[config.mk]
export PLATFORM = sky130hd
export DESIGN_NAME = led_engine_exec_control
export DESIGN_NICKNAME = d
export VERILOG_FILES = /design/src/hdl/led_exec_pkg.sv /design/src/hdl/led_engine_exec_control.sv /design/src/hdl/led_exec_engine.sv /design/src/hdl/led_startup_seq.sv
export SDC_FILE = /design/constraint.sdc
export NUM_CORES = 1
export LEC_CHECK = 0
export CORE_ASPECT_RATIO = 0.9
export CORE_MARGIN = 5
export CORE_UTILIZATION = 30
export CTS_CLUSTER_DIAMETER = 50
export DETAILED_ROUTE_END_ITERATION = 6
export DONT_BUFFER_PORTS = 1
export GPL_TIMING_DRIVEN = 0
export HOLD_SLACK_MARGIN = 0.06
export PLACE_DENSITY = 0.55
export SKIP_CTS_REPAIR_TIMING = 1
export SYNTH_ARGS = -nofsm -noshare
export SYNTH_HDL_FRONTEND = slang
export SYNTH_SLANG_ARGS = --single-unit
[constraint.sdc]
create_clock -name CLK -period 2.75 [get_ports CLK]
set_clock_uncertainty 0.1 [all_clocks]
set_input_delay 0.1375 -clock CLK [delete_from_list [all_inputs] [get_ports CLK]]
set_output_delay 0.1375 -clock CLK [all_outputs]
set_load 0.02 [all_outputs]
[src/hdl/led_exec_pkg.sv]
// constants, field layouts and codes for the led engine execution control block
package led_exec_pkg;

    // ------------------------------------------------------------
    // register offsets
    // ------------------------------------------------------------
    localparam logic [7:0] ADDR_ENABLE_EXEC = 8'h00;
    localparam logic [7:0] ADDR_OP_MODE     = 8'h01;
    localparam logic [7:0] ADDR_PC_FIRST    = 8'h37;
    localparam logic [7:0] ADDR_PC_SECOND   = 8'h38;
    localparam logic [7:0] ADDR_PC_THIRD    = 8'h39;
    localparam logic [7:0] ADDR_STATUS      = 8'h3a;

    // ------------------------------------------------------------
    // field layout
    // ------------------------------------------------------------
    localparam int         NUM_ENGINES     = 3;
    localparam int         CHIP_EN_BIT     = 6;
    localparam int         FIELD_W         = 2;
    localparam int         FIELDS_W        = 6;
    localparam int         FIELD_TOP_BIT   = 5;
    localparam int         BUSY_BIT        = 4;
    localparam logic [6:0] CTRL_RESET      = 7'h00;
    localparam logic [5:0] MODE_RESET      = 6'h00;

    // ------------------------------------------------------------
    // program counter
    // ------------------------------------------------------------
    localparam int         PC_W            = 7;
    localparam logic [6:0] PC_ZERO         = 7'h00;
    localparam logic [6:0] PC_ONE          = 7'h01;
    localparam logic [6:0] PC_LAST         = 7'h5f;

    // ------------------------------------------------------------
    // codes
    // ------------------------------------------------------------
    typedef enum logic [1:0] {
        EXEC_HOLD = 2'h0,
        EXEC_STEP = 2'h1,
        EXEC_FREE = 2'h2,
        EXEC_ONCE = 2'h3
    } exec_code_e;

    typedef enum logic [1:0] {
        MODE_DISABLED = 2'h0,
        MODE_LOAD     = 2'h1,
        MODE_RUN      = 2'h2,
        MODE_HALT     = 2'h3
    } op_mode_e;

    // ------------------------------------------------------------
    // timing
    // ------------------------------------------------------------
    localparam int CLK_PERIOD_NS   = 25;
    localparam int STARTUP_TIME_NS = 500000;
    localparam int STARTUP_CYCLES  = (STARTUP_TIME_NS + CLK_PERIOD_NS - 1) / CLK_PERIOD_NS;
    localparam int STARTUP_CNT_W   = 16;

endpackage

[src/hdl/led_engine_exec_control.sv]
// register bank and control for chip enable and the three execution engines
// What this block does
// Chip enable low: standby; exec bits, pc registers blocked, others stay accessible.
// Chip enable high starts a startup sequence, then normal mode.
// Register zero holds three 2-bit exec fields at 5:4, 3:2, 1:0.
// Program counter registers at 0x37, 0x38, 0x39 load start addresses.
// Hold finishes current instruction then stops; pc accessible only in hold.
// Step runs one instruction, increments pc, returns field to hold.
// Free run executes continuously from the current pc.
// Execute once runs one instruction, pc unchanged, field back to hold.
// Each engine can be disabled independently of the others.
// Program writes accepted only in load mode with busy flag clear.
// Host polls busy flag clear before writing program memory.
// Any engine loading holds all engines and freezes pwm values.
// Entering load mode clears that engine's program counter.
// Load mode entered only from disabled, never straight from run.
// Run mode executes program as selected by the exec field.
// Program counter wraps to zero past its upper limit.
// Halt aborts the current instruction immediately and stops the engine.
// Register one holds 2-bit mode fields: disabled, load, run, halt.
// Load request while engine not disabled is ignored; mode unchanged.
module led_engine_exec_control
    import led_exec_pkg::*;
#(
    parameter int STARTUP_CNT = STARTUP_CYCLES
) (
    input  wire logic                   CLK,          // 40 MHz device clock
    input  wire logic                   SYS_RST,      // async reset, active high
    input  wire logic                   REG_WE,       // register write strobe
    input  wire logic                   REG_RE,       // register read strobe
    input  wire logic [7:0]             REG_ADDR,     // register offset
    input  wire logic [7:0]             REG_WDATA,    // register write data
    output logic      [7:0]             REG_RDATA,    // register read data
    input  wire logic                   PROG_WR_REQ,  // program memory write request
    input  wire logic [1:0]             PROG_WR_ENG,  // target engine, 0 is first
    output logic                        PROG_WR_ACK,  // write accepted, pulse
    output logic                        PROG_WR_NAK,  // write refused, pulse
    input  wire logic [NUM_ENGINES-1:0] INSTR_DONE,   // datapath instruction done
    output logic      [NUM_ENGINES-1:0] EXEC_GO,      // start instruction, pulse
    output logic      [NUM_ENGINES-1:0] EXEC_ABORT,   // abort instruction, pulse
    output logic      [PC_W-1:0]        ENG1_PC,      // first engine pc
    output logic      [PC_W-1:0]        ENG2_PC,      // second engine pc
    output logic      [PC_W-1:0]        ENG3_PC,      // third engine pc
    output logic                        PWM_FREEZE,   // pwm values frozen
    output logic                        POWER_UP,     // internal blocks powered
    output logic                        NORMAL_MODE   // normal operating mode
);

    import led_exec_pkg::*;

    // ------------------------------------------------------------
    // state
    // ------------------------------------------------------------
    logic                   chip_en_ff;
    logic                   nxt_chip_en;
    logic [FIELDS_W-1:0]    exec_ff;
    logic [FIELDS_W-1:0]    nxt_exec;
    logic [FIELDS_W-1:0]    mode_ff;
    logic [FIELDS_W-1:0]    nxt_mode;
    logic [7:0]             rdata_ff;
    logic [7:0]             nxt_rdata;
    logic                   ack_ff;
    logic                   nxt_ack;
    logic                   nak_ff;
    logic                   nxt_nak;
    logic                   freeze_ff;
    logic                   nxt_freeze;
    logic [NUM_ENGINES-1:0] load_enter;
    logic [NUM_ENGINES-1:0] pc_wr;
    logic [NUM_ENGINES-1:0] pc_open;
    logic [NUM_ENGINES-1:0] run_allow;
    logic [NUM_ENGINES-1:0] stop_req;
    logic [NUM_ENGINES-1:0] eng_busy;
    logic [NUM_ENGINES-1:0] exec_done;
    logic [NUM_ENGINES-1:0] is_load;
    logic [PC_W-1:0]        pc_val [NUM_ENGINES];
    logic                   any_load;
    logic                   any_busy;
    logic                   normal;
    logic                   power_up;
    logic [1:0]             req_mode;
    logic [1:0]             tgt_mode;

    assign any_load = |is_load;
    assign any_busy = |eng_busy;

    // ------------------------------------------------------------
    // per engine decode and engine instances
    // ------------------------------------------------------------
    genvar g;
    generate
        for (g = 0; g < NUM_ENGINES; g++) begin : g_eng
            localparam int HI = FIELD_TOP_BIT - FIELD_W * g;
            logic [1:0] mode_f;
            logic [1:0] exec_f;
            assign mode_f        = mode_ff[HI -: FIELD_W];
            assign exec_f        = exec_ff[HI -: FIELD_W];
            assign is_load[g]    = (mode_f == MODE_LOAD);
            assign pc_open[g]    = chip_en_ff && (exec_f == EXEC_HOLD) && !eng_busy[g];
            assign pc_wr[g]      = REG_WE && pc_open[g] && (REG_ADDR == ADDR_PC_FIRST + 8'(g));
            assign load_enter[g] = REG_WE && (REG_ADDR == ADDR_OP_MODE) && (mode_f == MODE_DISABLED)
                                   && (REG_WDATA[HI -: FIELD_W] == MODE_LOAD);
            assign run_allow[g]  = normal && (mode_f == MODE_RUN) && !any_load;
            assign stop_req[g]   = (mode_f == MODE_HALT) || (mode_f == MODE_DISABLED);
            led_exec_engine u_eng (
                .clk        (CLK),
                .rst        (SYS_RST),
                .run_allow  (run_allow[g]),
                .stop_req   (stop_req[g]),
                .exec_ctrl  (exec_f),
                .load_enter (load_enter[g]),
                .pc_wr      (pc_wr[g]),
                .pc_wdata   (REG_WDATA[PC_W-1:0]),
                .instr_done (INSTR_DONE[g]),
                .pc         (pc_val[g]),
                .go         (EXEC_GO[g]),
                .abort      (EXEC_ABORT[g]),
                .busy       (eng_busy[g]),
                .exec_done  (exec_done[g])
            );
        end
    endgenerate

    led_startup_seq #(
        .STARTUP_CNT (STARTUP_CNT)
    ) u_start (
        .clk      (CLK),
        .rst      (SYS_RST),
        .chip_en  (chip_en_ff),
        .power_up (power_up),
        .normal   (normal)
    );

    // ------------------------------------------------------------
    // register writes
    // ------------------------------------------------------------
    always_comb begin
        nxt_chip_en = chip_en_ff;
        nxt_exec    = exec_ff;
        nxt_mode    = mode_ff;
        req_mode    = MODE_DISABLED;
        tgt_mode    = MODE_DISABLED;
        // step and once return their field to hold
        for (int i = 0; i < NUM_ENGINES; i++) begin
            if (exec_done[i]) begin
                nxt_exec[FIELD_TOP_BIT - FIELD_W * i -: FIELD_W] = EXEC_HOLD;
            end
        end
        if (REG_WE && REG_ADDR == ADDR_ENABLE_EXEC) begin
            nxt_chip_en = REG_WDATA[CHIP_EN_BIT];
            if (chip_en_ff) begin
                nxt_exec = REG_WDATA[FIELDS_W-1:0];
            end
        end else if (REG_WE && REG_ADDR == ADDR_OP_MODE) begin
            for (int i = 0; i < NUM_ENGINES; i++) begin
                req_mode = REG_WDATA[FIELD_TOP_BIT - FIELD_W * i -: FIELD_W];
                tgt_mode = mode_ff[FIELD_TOP_BIT - FIELD_W * i -: FIELD_W];
                if (!(req_mode == MODE_LOAD && tgt_mode != MODE_DISABLED)) begin
                    nxt_mode[FIELD_TOP_BIT - FIELD_W * i -: FIELD_W] = req_mode;
                end
            end
        end
    end

    // ------------------------------------------------------------
    // register reads
    // ------------------------------------------------------------
    always_comb begin
        nxt_rdata = rdata_ff;
        if (REG_RE) begin
            if (REG_ADDR == ADDR_ENABLE_EXEC) begin
                nxt_rdata = {1'b0, chip_en_ff, exec_ff};
            end else if (REG_ADDR == ADDR_OP_MODE) begin
                nxt_rdata = {2'b00, mode_ff};
            end else if (REG_ADDR == ADDR_PC_FIRST) begin
                nxt_rdata = pc_open[0] ? {1'b0, pc_val[0]} : 8'h00;
            end else if (REG_ADDR == ADDR_PC_SECOND) begin
                nxt_rdata = pc_open[1] ? {1'b0, pc_val[1]} : 8'h00;
            end else if (REG_ADDR == ADDR_PC_THIRD) begin
                nxt_rdata = pc_open[2] ? {1'b0, pc_val[2]} : 8'h00;
            end else if (REG_ADDR == ADDR_STATUS) begin
                nxt_rdata = 8'h00;
                nxt_rdata[BUSY_BIT] = any_busy;
            end else begin
                nxt_rdata = 8'h00;
            end
        end
    end

    // ------------------------------------------------------------
    // program memory write gate and pwm freeze
    // ------------------------------------------------------------
    always_comb begin
        nxt_ack    = 1'b0;
        nxt_nak    = 1'b0;
        nxt_freeze = any_load;
        if (PROG_WR_REQ) begin
            if (PROG_WR_ENG < 2'(NUM_ENGINES) && is_load[PROG_WR_ENG] && !any_busy) begin
                nxt_ack = 1'b1;
            end else begin
                nxt_nak = 1'b1;
            end
        end
    end

    always_ff @(posedge CLK or posedge SYS_RST) begin
        if (SYS_RST) begin
            chip_en_ff <= CTRL_RESET[CHIP_EN_BIT];
            exec_ff    <= CTRL_RESET[FIELDS_W-1:0];
            mode_ff    <= MODE_RESET;
            rdata_ff   <= 8'h00;
            ack_ff     <= 1'b0;
            nak_ff     <= 1'b0;
            freeze_ff  <= 1'b0;
        end else begin
            chip_en_ff <= nxt_chip_en;
            exec_ff    <= nxt_exec;
            mode_ff    <= nxt_mode;
            rdata_ff   <= nxt_rdata;
            ack_ff     <= nxt_ack;
            nak_ff     <= nxt_nak;
            freeze_ff  <= nxt_freeze;
        end
    end

    assign REG_RDATA   = rdata_ff;
    assign PROG_WR_ACK = ack_ff;
    assign PROG_WR_NAK = nak_ff;
    assign ENG1_PC     = pc_val[0];
    assign ENG2_PC     = pc_val[1];
    assign ENG3_PC     = pc_val[2];
    assign PWM_FREEZE  = freeze_ff;
    assign POWER_UP    = power_up;
    assign NORMAL_MODE = normal;

endmodule // led_engine_exec_control

[src/hdl/led_exec_engine.sv]
// one program execution engine: issue, completion, abort and program counter
module led_exec_engine
    import led_exec_pkg::*;
(
    input  wire logic            clk,        // device clock
    input  wire logic            rst,        // async reset, active high
    input  wire logic            run_allow,  // run mode, normal, no engine loading
    input  wire logic            stop_req,   // halt or disabled: abort at once
    input  wire logic [1:0]      exec_ctrl,  // execution control field
    input  wire logic            load_enter, // entering load program mode
    input  wire logic            pc_wr,      // host pc write
    input  wire logic [PC_W-1:0] pc_wdata,   // host pc value
    input  wire logic            instr_done, // datapath finished instruction
    output logic      [PC_W-1:0] pc,         // program counter
    output logic                 go,         // start instruction at pc, pulse
    output logic                 abort,      // abort instruction, pulse
    output logic                 busy,       // instruction in progress
    output logic                 exec_done   // step or once finished, pulse
);

    typedef enum logic [1:0] {
        E_IDLE = 2'h0,
        E_BUSY = 2'h1,
        E_DONE = 2'h3
    } eng_state_e;

    eng_state_e      state_ff;
    eng_state_e      nxt_state;
    logic [1:0]      kind_ff;
    logic [1:0]      nxt_kind;
    logic [PC_W-1:0] pc_ff;
    logic [PC_W-1:0] nxt_pc;
    logic [PC_W-1:0] pc_inc;
    logic            go_ff;
    logic            nxt_go;
    logic            abort_ff;
    logic            nxt_abort;
    logic            busy_ff;
    logic            done_ff;
    logic            nxt_done;

    assign pc_inc = (pc_ff == PC_LAST) ? PC_ZERO : pc_ff + PC_ONE;

    // ------------------------------------------------------------
    // engine sequence
    // ------------------------------------------------------------
    always_comb begin
        nxt_state = state_ff;
        nxt_kind  = kind_ff;
        nxt_pc    = pc_ff;
        nxt_go    = 1'b0;
        nxt_abort = 1'b0;
        nxt_done  = 1'b0;
        case (state_ff)
            E_IDLE: begin
                if (load_enter) begin
                    nxt_pc = PC_ZERO;
                end else if (pc_wr) begin
                    nxt_pc = pc_wdata;
                end else if (run_allow && exec_ctrl != EXEC_HOLD) begin
                    nxt_go    = 1'b1;
                    nxt_kind  = exec_ctrl;
                    nxt_state = E_BUSY;
                end
            end
            E_BUSY: begin
                if (stop_req) begin
                    nxt_abort = 1'b1;
                    nxt_state = E_IDLE;
                end else if (instr_done) begin
                    case (kind_ff)
                        EXEC_STEP: begin
                            nxt_pc    = pc_inc;
                            nxt_done  = 1'b1;
                            nxt_state = E_DONE;
                        end
                        EXEC_ONCE: begin
                            nxt_done  = 1'b1;
                            nxt_state = E_DONE;
                        end
                        default: begin
                            nxt_pc    = pc_inc;
                            nxt_state = E_IDLE;
                        end
                    endcase
                end
            end
            E_DONE: begin
                // field is cleared by the bank during this cycle
                nxt_state = E_IDLE;
            end
            default: begin
                nxt_state = E_IDLE;
            end
        endcase
    end

    always_ff @(posedge clk or posedge rst) begin
        if (rst) begin
            state_ff <= E_IDLE;
            kind_ff  <= EXEC_HOLD;
            pc_ff    <= PC_ZERO;
            go_ff    <= 1'b0;
            abort_ff <= 1'b0;
            busy_ff  <= 1'b0;
            done_ff  <= 1'b0;
        end else begin
            state_ff <= nxt_state;
            kind_ff  <= nxt_kind;
            pc_ff    <= nxt_pc;
            go_ff    <= nxt_go;
            abort_ff <= nxt_abort;
            busy_ff  <= (nxt_state == E_BUSY);
            done_ff  <= nxt_done;
        end
    end

    assign pc        = pc_ff;
    assign go        = go_ff;
    assign abort     = abort_ff;
    assign busy      = busy_ff;
    assign exec_done = done_ff;

endmodule // led_exec_engine

[src/hdl/led_startup_seq.sv]
// startup sequencer: standby, power-up wait and normal operation
module led_startup_seq
    import led_exec_pkg::*;
#(
    parameter int STARTUP_CNT = STARTUP_CYCLES
) (
    input  wire logic clk,      // device clock
    input  wire logic rst,      // async reset, active high
    input  wire logic chip_en,  // chip enable bit
    output logic      power_up, // internal blocks powered
    output logic      normal    // normal operating mode reached
);

    typedef enum logic [1:0] {
        S_OFF    = 2'h0,
        S_START  = 2'h1,
        S_NORMAL = 2'h3
    } start_state_e;

    start_state_e             state_ff;
    start_state_e             nxt_state;
    logic [STARTUP_CNT_W-1:0] cnt_ff;
    logic [STARTUP_CNT_W-1:0] nxt_cnt;
    logic                     power_up_ff;
    logic                     nxt_power_up;
    logic                     normal_ff;
    logic                     nxt_normal;

    // ------------------------------------------------------------
    // sequence
    // ------------------------------------------------------------
    always_comb begin
        nxt_state = state_ff;
        nxt_cnt   = cnt_ff;
        case (state_ff)
            S_OFF: begin
                nxt_cnt = '0;
                if (chip_en) begin
                    nxt_state = S_START;
                end
            end
            S_START: begin
                if (!chip_en) begin
                    nxt_state = S_OFF;
                end else if (cnt_ff == STARTUP_CNT_W'(STARTUP_CNT - 1)) begin
                    nxt_state = S_NORMAL;
                end else begin
                    nxt_cnt = cnt_ff + 1'b1;
                end
            end
            S_NORMAL: begin
                if (!chip_en) begin
                    nxt_state = S_OFF;
                end
            end
            default: begin
                nxt_state = S_OFF;
            end
        endcase
        nxt_power_up = (nxt_state != S_OFF);
        nxt_normal   = (nxt_state == S_NORMAL);
    end

    always_ff @(posedge clk or posedge rst) begin
        if (rst) begin
            state_ff    <= S_OFF;
            cnt_ff      <= '0;
            power_up_ff <= 1'b0;
            normal_ff   <= 1'b0;
        end else begin
            state_ff    <= nxt_state;
            cnt_ff      <= nxt_cnt;
            power_up_ff <= nxt_power_up;
            normal_ff   <= nxt_normal;
        end
    end

    assign power_up = power_up_ff;
    assign normal   = normal_ff;

endmodule // led_startup_seq

## After elaboration in Yosys (flattened, before gate mapping)

Index checks and enable logic that the tools add are counted.

| word-level totals | value |
|---|---|
| register bits | 89 |
| input port bits | 26 |
| output and inout bits | 40 |
| word-level logic and storage cells | 279 |

| cells by class | value |
|---|---|
| $add $sub $neg | 4 |
| $lt $le $gt $ge | 2 |
| equal/unequal tests | 50 |
| multiplexer cells | 100 |
| bitwise operators | 10 |
| reduce and logical (&&, ||, !) cells | 79 |

Operators with widths:

| kind | number |
|---|---|
| $mux W7 | 26 |
| $mux W2 | 25 |
| $pmux W7 S2 | 3 |
| $mux W1 | 35 |
| $logic_and A1 B1 Y1 | 34 |
| $eq A2 B1 Y1 const B | 16 |
| $eq A8 B6 Y1 const B | 4 |
| $mux W16 | 2 |
| $pmux W16 S2 | 1 |
| $eq A2 B2 Y1 const B | 11 |
| $ne A2 B2 Y1 const B | 11 |
| $reduce_bool A2 Y1 | 11 |
| $add A7 B1 Y7 const B | 3 |
| $eq A7 B7 Y1 const B | 3 |
| $logic_not A2 Y1 | 10 |
| $add A16 B1 Y16 const B | 1 |
| $eq A16 B15 Y1 const B | 1 |
| $reduce_and A5 Y1 | 3 |
| $mux W6 | 2 |
| $pmux W2 S2 | 3 |
| $reduce_and A3 Y1 | 4 |
| $reduce_and A4 Y1 | 3 |
| $not A1 Y1 | 10 |
| $ne A3 B1 Y1 const B | 3 |
| 11 further kinds | 20 |

## Logic depth before layout (Yosys ltp)

| depth | value |
|---|---|
| word-level depth | 10 |
| depth in mapped cells | 8 |
| depth with buffers taken out | 7 |

## Cells and area by module

From an unflattened synthesis, not the netlist that was laid out.

| second synthesis, totals | value |
|---|---|
| cell total of the unflattened synthesis | 529 |
| area total of the unflattened synthesis | 5111.2 µm² |

Modules (own cells, without submodules):

| module | instances | cells an instance | area an instance (µm²) | sequential area each (µm²) |
|---|---|---|---|---|
| led_exec_engine | 3 | 79 | 809.5 | 375.4 |
| led_engine_exec_control | 1 | 174 | 1541.5 | 575.6 |
| led_startup_seq | 1 | 118 | 1141.1 | 500.5 |

## Worst setup path before layout

OpenSTA, ideal clock, no wires.

| timing path | value |
|---|---|
| path kind | register -> register |
| start point | register exec_ff[0] |
| end point | register g_eng[2].u_eng.kind_ff[0] |
| library setup time | 0.125 ns |
| data arrival time | 2.095 ns |
| required time | 2.525 ns |
| setup slack | 0.430 ns |
| cell stages (with the launch flop) | 7 |
| path buffers | 1 |
| clock period less this slack | 2.320 ns |
| cell sequence | dfrtp_1 -> or4b_1 -> or4_4 -> and2_1 -> and4_1 -> buf_6 -> mux2_4 |

| on the way | value |
|---|---|
| cells in the longest elaborated chain, start to end | 7 |
| elaborated cells between the ends (all ways) | 9 |
| classes of those cells | bitwise: 1; reduce/logical: 8 |

RTL lines:

| element | RTL line | RTL |
|---|---|---|
| start, declared | led_engine_exec_control.sv:56 | `logic [FIELDS_W-1:0] exec_ff;` |
| start signal, assigned | led_engine_exec_control.sv:209 | `exec_ff <= CTRL_RESET[FIELDS_W-1:0];` |
| start signal, assigned | led_engine_exec_control.sv:217 | `exec_ff <= nxt_exec;` |
| $logic_not A2 Y1 | led_engine_exec_control.sv:99 | `assign pc_open[g] = chip_en_ff && (exec_f == EXEC_HOLD) && !eng_busy[g];` |
| $logic_and A1 B1 Y1 (2 in series) | led_engine_exec_control.sv:99 |  |
| $logic_and A1 B1 Y1 (2 in series) | led_engine_exec_control.sv:100 | `assign pc_wr[g] = REG_WE && pc_open[g] && (REG_ADDR == ADDR_PC_FIRST + 8'(g));` |
| $not A1 Y1 (no line) | n/a |  |
| $reduce_and A4 Y1 (no line) | n/a |  |
| end signal, assigned | led_exec_engine.sv:109 | `kind_ff <= nxt_kind;` |
| end, declared | led_exec_engine.sv:29 | `logic [1:0] kind_ff;` |

Parallel ways exist; a longest one is shown, timed or not.
A chain may end at the register's enable or synchronous reset.

## Worst setup path in the final report

| timing path | value |
|---|---|
| start point | register exec_ff[0] |
| end point | register g_eng[2].u_eng.pc_ff[1] |

| on the way | value |
|---|---|
| cells in the longest elaborated chain, start to end | 7 |

RTL lines:

| element | RTL line | RTL |
|---|---|---|
| $logic_not A2 Y1 | led_engine_exec_control.sv:99 |  |
| $logic_and A1 B1 Y1 (2 in series) | led_engine_exec_control.sv:99 |  |
| $logic_and A1 B1 Y1 (2 in series) | led_engine_exec_control.sv:100 |  |
| $ne A3 B1 Y1 (no line) | n/a |  |
| $reduce_and A5 Y1 (no line) | n/a |  |
| end signal, assigned | led_exec_engine.sv:110 | `pc_ff <= nxt_pc;` |
| end, declared | led_exec_engine.sv:31 | `logic [PC_W-1:0] pc_ff;` |

No other way between the ends.

==> summary.log <==
[floorplanning] Top-Level Pins 66
[route] Post-Route WL 15500 um
[route] DRC violations left 0
[clocking] number of clock sinks 88
[route] detailed-route wire length per cell 19.9 um
[logic_synthesis] number of synthesized flops with an enable pin 0
[layout] share of post-route cells with drive strength above 1 8.92%
[route] first-pass iteration count of the detailed router 5
[clocking] clock root cell clkbuf_16
[floorplanning] floorplan row count 44
[setup_path] cell with the biggest individual delay on the critical path or4b_1
[layout] commonest non-fill, non-tap cells in the layout 88 x dfrtp_1, 45 x nor2_1, 43 x nand2_1, 40 x a21oi_1, 33 x o21ai_0
[route] total via count after detailed routing 4461
[pwr] static power due to leakage 0.00240 uW
[clocking] maximum clock path buffer count 2
[setup_path] WP data arrival 2.81 ns
[sta] min cycle time layout 2.68 ns
[grt] via count of the first global-routing pass 4174
[sta] Period Utilization, post-route 97.3%
[route] per-cell via count in the routed design 5.73
[setup_path] Worst setup SP type flop
[placed_design] Routability Congestion 0.929
[layout] net total in the final layout 607
[sta] headroom to the max-slew limit 51.0%
[logic_synthesis] number of unique standard cell types used by synthesis 67
[setup_path] CP Buf/Inv Count 0
[setup_path] CP delay by family, top simple AND/OR/NAND/NOR gates
[layout] final cell count without fillers 779
[logic_synthesis] async set-reset flop share out of synthesis 100%
[logic_synthesis] sequential area share after synthesis 44.5%
[floorplanning] Die Area 19200 um^2
[grt] Tot GR Track Use 15.5%
[clocking] source-to-sink clock delay at the later pin of the worst-skew pair 0.35 ns
[logic_synthesis] cell area after synthesis 4950 um^2
[logic_synthesis] synthesized net count 575
[route] Final ANT Viol Nets 0
[sta] Peak Freq 374 MHz
[outcome] result of the run completed
[floorplanning] area of the core 16200 um^2
[pwr] Worst VDD drop 0.454 mV
[placed_design] Port Buffer Count 0
[layout] diode insertion count for antenna repair 0
[setup_path] Crit. End Element flop
[sta] final number of max-transition violations 0
[logic_synthesis] Seq cells post-synth 88
[grt] total gr overflow 0
[floorplanning] die height 132 um
[sta] unrepaired setup endpoints after global routing no
[clocking] number of levels the H-tree was split into 3
[logic_synthesis] Yosys warnings 0
[floorplanning] starting density of the core 30.6%
[clocking] TritonCTS Buffers 9
[logic_synthesis] Post-synth top flop dfrtp_1
[job] # Max-Cap Violations 0
[clocking] CTS tree done
[layout] Layout Area Growth over Synthesis 16.0%
[layout] Layout fillers 1664
[layout] leading cell type in the layout, fill and taps excluded dfrtp_1
[setup_path] highest net fanout along the worst path 7
[clocking] clock slew at the register clock pins of the worst setup and hold paths 0.06 ns
[grt] first-pass GRT wire length 23900 um
[logic_synthesis] syn_area_per_cell 9.23 um^2
[placed_design] post-detail-place hpwl 11100 um
[setup_path] delay of the slowest critical-path stage 0.61 ns
[pwr] Power Total 2840 uW
[setup_path] ordered list of cells on the worst path or4b_1, or4_4, a211oi_2, nor2_2, mux2_4
[hold_path] class of the tightest hold or removal check in2reg
[sta] actual slew at the worst max-slew pin 0.730 ns
[sta] Final Hold Vio Count 0
[setup_path] Worst Setup Path Type reg2reg
[setup_path] Critical Path RT 2.88 ns
[floorplanning] die outline width 145 um
[placed_design] number of cells in the design after placement 744
[sta] final setup violation count 0
[logic_synthesis] number of standard cells after synthesis 536
[route] 1st-iter DRT viols 533
[grt] maximum number of pins on one net before global-route repair 54
[grt] number of antenna violations at the first check in global routing 1
[pwr] power per cell area 494 nW/um^2
==> layer usage <==
metal  part of all wire, %  wire length, um  GRT usage [%]
met2                    45             7010           23.7
met5                     0                0              0
met3                   8.1             1250           4.71
met1                    45             6990           21.8
met4                   1.7              256           3.06
==> state kept, by name, summed over array words and instances, names as in the netlist <==
| signal | count |
|---|---|
| exec_ff | 6 |
| u_start.cnt_ff | 16 |
| g_eng.u_eng.busy | 3 |
| chip_en_ff | 1 |
| u_start.normal | 1 |
| g_eng.u_eng.exec_done | 3 |
| u_start.state_ff | 2 |
| g_eng.u_eng.go | 3 |
| g_eng.u_eng.pc | 21 |
| PROG_WR_ACK | 1 |
| g_eng.u_eng.abort | 3 |
| REG_RDATA | 7 |
| PROG_WR_NAK | 1 |
| PWM_FREEZE | 1 |
| u_start.power_up | 1 |
| mode_ff | 6 |
| g_eng.u_eng.state_ff | 6 |
| g_eng.u_eng.kind_ff | 6 |
==> worst register-to-register path, cell delays in order (launching register included) <==
cell and delay, ns:
dfrtp_1 0.47, or4b_1 0.61, or4_4 0.45, a211oi_2 0.43, nor2_2 0.18, mux2_4 0.32
==> through the flow <==
| step | hold slack [ns] | util [%] | setup TNS, ns | setup WS, ns | instance area, um^2 |
|---|---|---|---|---|---|
| 2_1_floorplan | 0.127 | - | 0 | 0.234 | 4950 |
| 3_3_place_gp | 0.134 | 32.2 | -71.89 | -0.824 | 5210 |
| 3_5_place_dp | -0.0272 | 32.4 | -0.00777 | -0.00486 | 5240 |
| 4_1_cts | -0.406 | 34.2 | -0.0221 | -0.0120 | 5530 |
| 5_1_grt | 0.0684 | 35.5 | 0 | 0.0666 | 5740 |
| 6_report | 0.0463 | 35.5 | 0 | 0.0737 | 5740 |
==> where the power goes <==
part / internal [uW] / leakage [uW] / switching (uW) / total (uW)
combinational: 80.5 / 0.00107 / 130 / 210
clock: 704 / 0.000138 / 546 / 1250
sequential: 1320 / 0.00119 / 56.4 / 1380
==> kinds of logic (layout without fill, tap and decap cells) <==
family / Yosys count / in the layout / share of synthesized area [%]
AO/OA/AOI/OAI: 159 / 159 / 21.4
adder cells (fa/ha/maj): 13 / 13 / 3.29
buffers and inverters: 43 / 79 / 3.94
flip-flops: 88 / 88 / 44.5
multiplexers: 15 / 15 / 3.49
other: 1 / 1 / 0.0758
AND/OR/NAND/NOR: 217 / 217 / 23.3
==> area by class of cell <==
type | count | area [um^2] | share of cell area, %
Buffer | 19 | 105 | 1.83
Clock buffer | 9 | 225 | 3.92
Clock inverter | 6 | 67.6 | 1.18
Inverter | 24 | 92.6 | 1.61
Multi-Input combinational cell | 405 | 2560 | 44.6
Sequential cell | 88 | 2200 | 38.4
Tap cell | 207 | 259 | 4.51
Timing Repair Buffer | 21 | 228 | 3.97
==> synthesized netlist by cell type, types with 9 or more instances <==
library cell / number / area [um^2]
a21oi_1: 40 / 200
clkbuf_1: 11 / 41.3
dfrtp_1: 88 / 2200
ha_1: 13 / 163
inv_1: 23 / 86.3
nand2_1: 43 / 161
nand3_1: 24 / 120
nand3b_1: 9 / 67.6
nor2_1: 46 / 173
nor2b_1: 9 / 56.3
nor3_1: 19 / 95.1
o21ai_0: 33 / 165
or3_1: 14 / 87.6
==> final timing paths <==
check	to	cells after the start	start	slack [ns]
setup reg to reg	g_eng[2].u_eng.pc[1]	5	exec_ff[0]	0.07
min in group asynchronous	PROG_WR_ACK	2	SYS_RST	0.20
hold / removal	REG_RDATA[4]	4	REG_ADDR[1]	0.05
max in group asynchronous	g_eng[0].u_eng.pc[4]	3	SYS_RST	1.73
setup / recovery	g_eng[2].u_eng.pc[1]	5	exec_ff[0]	0.07
hold reg to reg	g_eng[0].u_eng.kind_ff[1]	1	g_eng[0].u_eng.kind_ff[1]	0.41
Note: power is estimated with default switching activity, not from simulation.
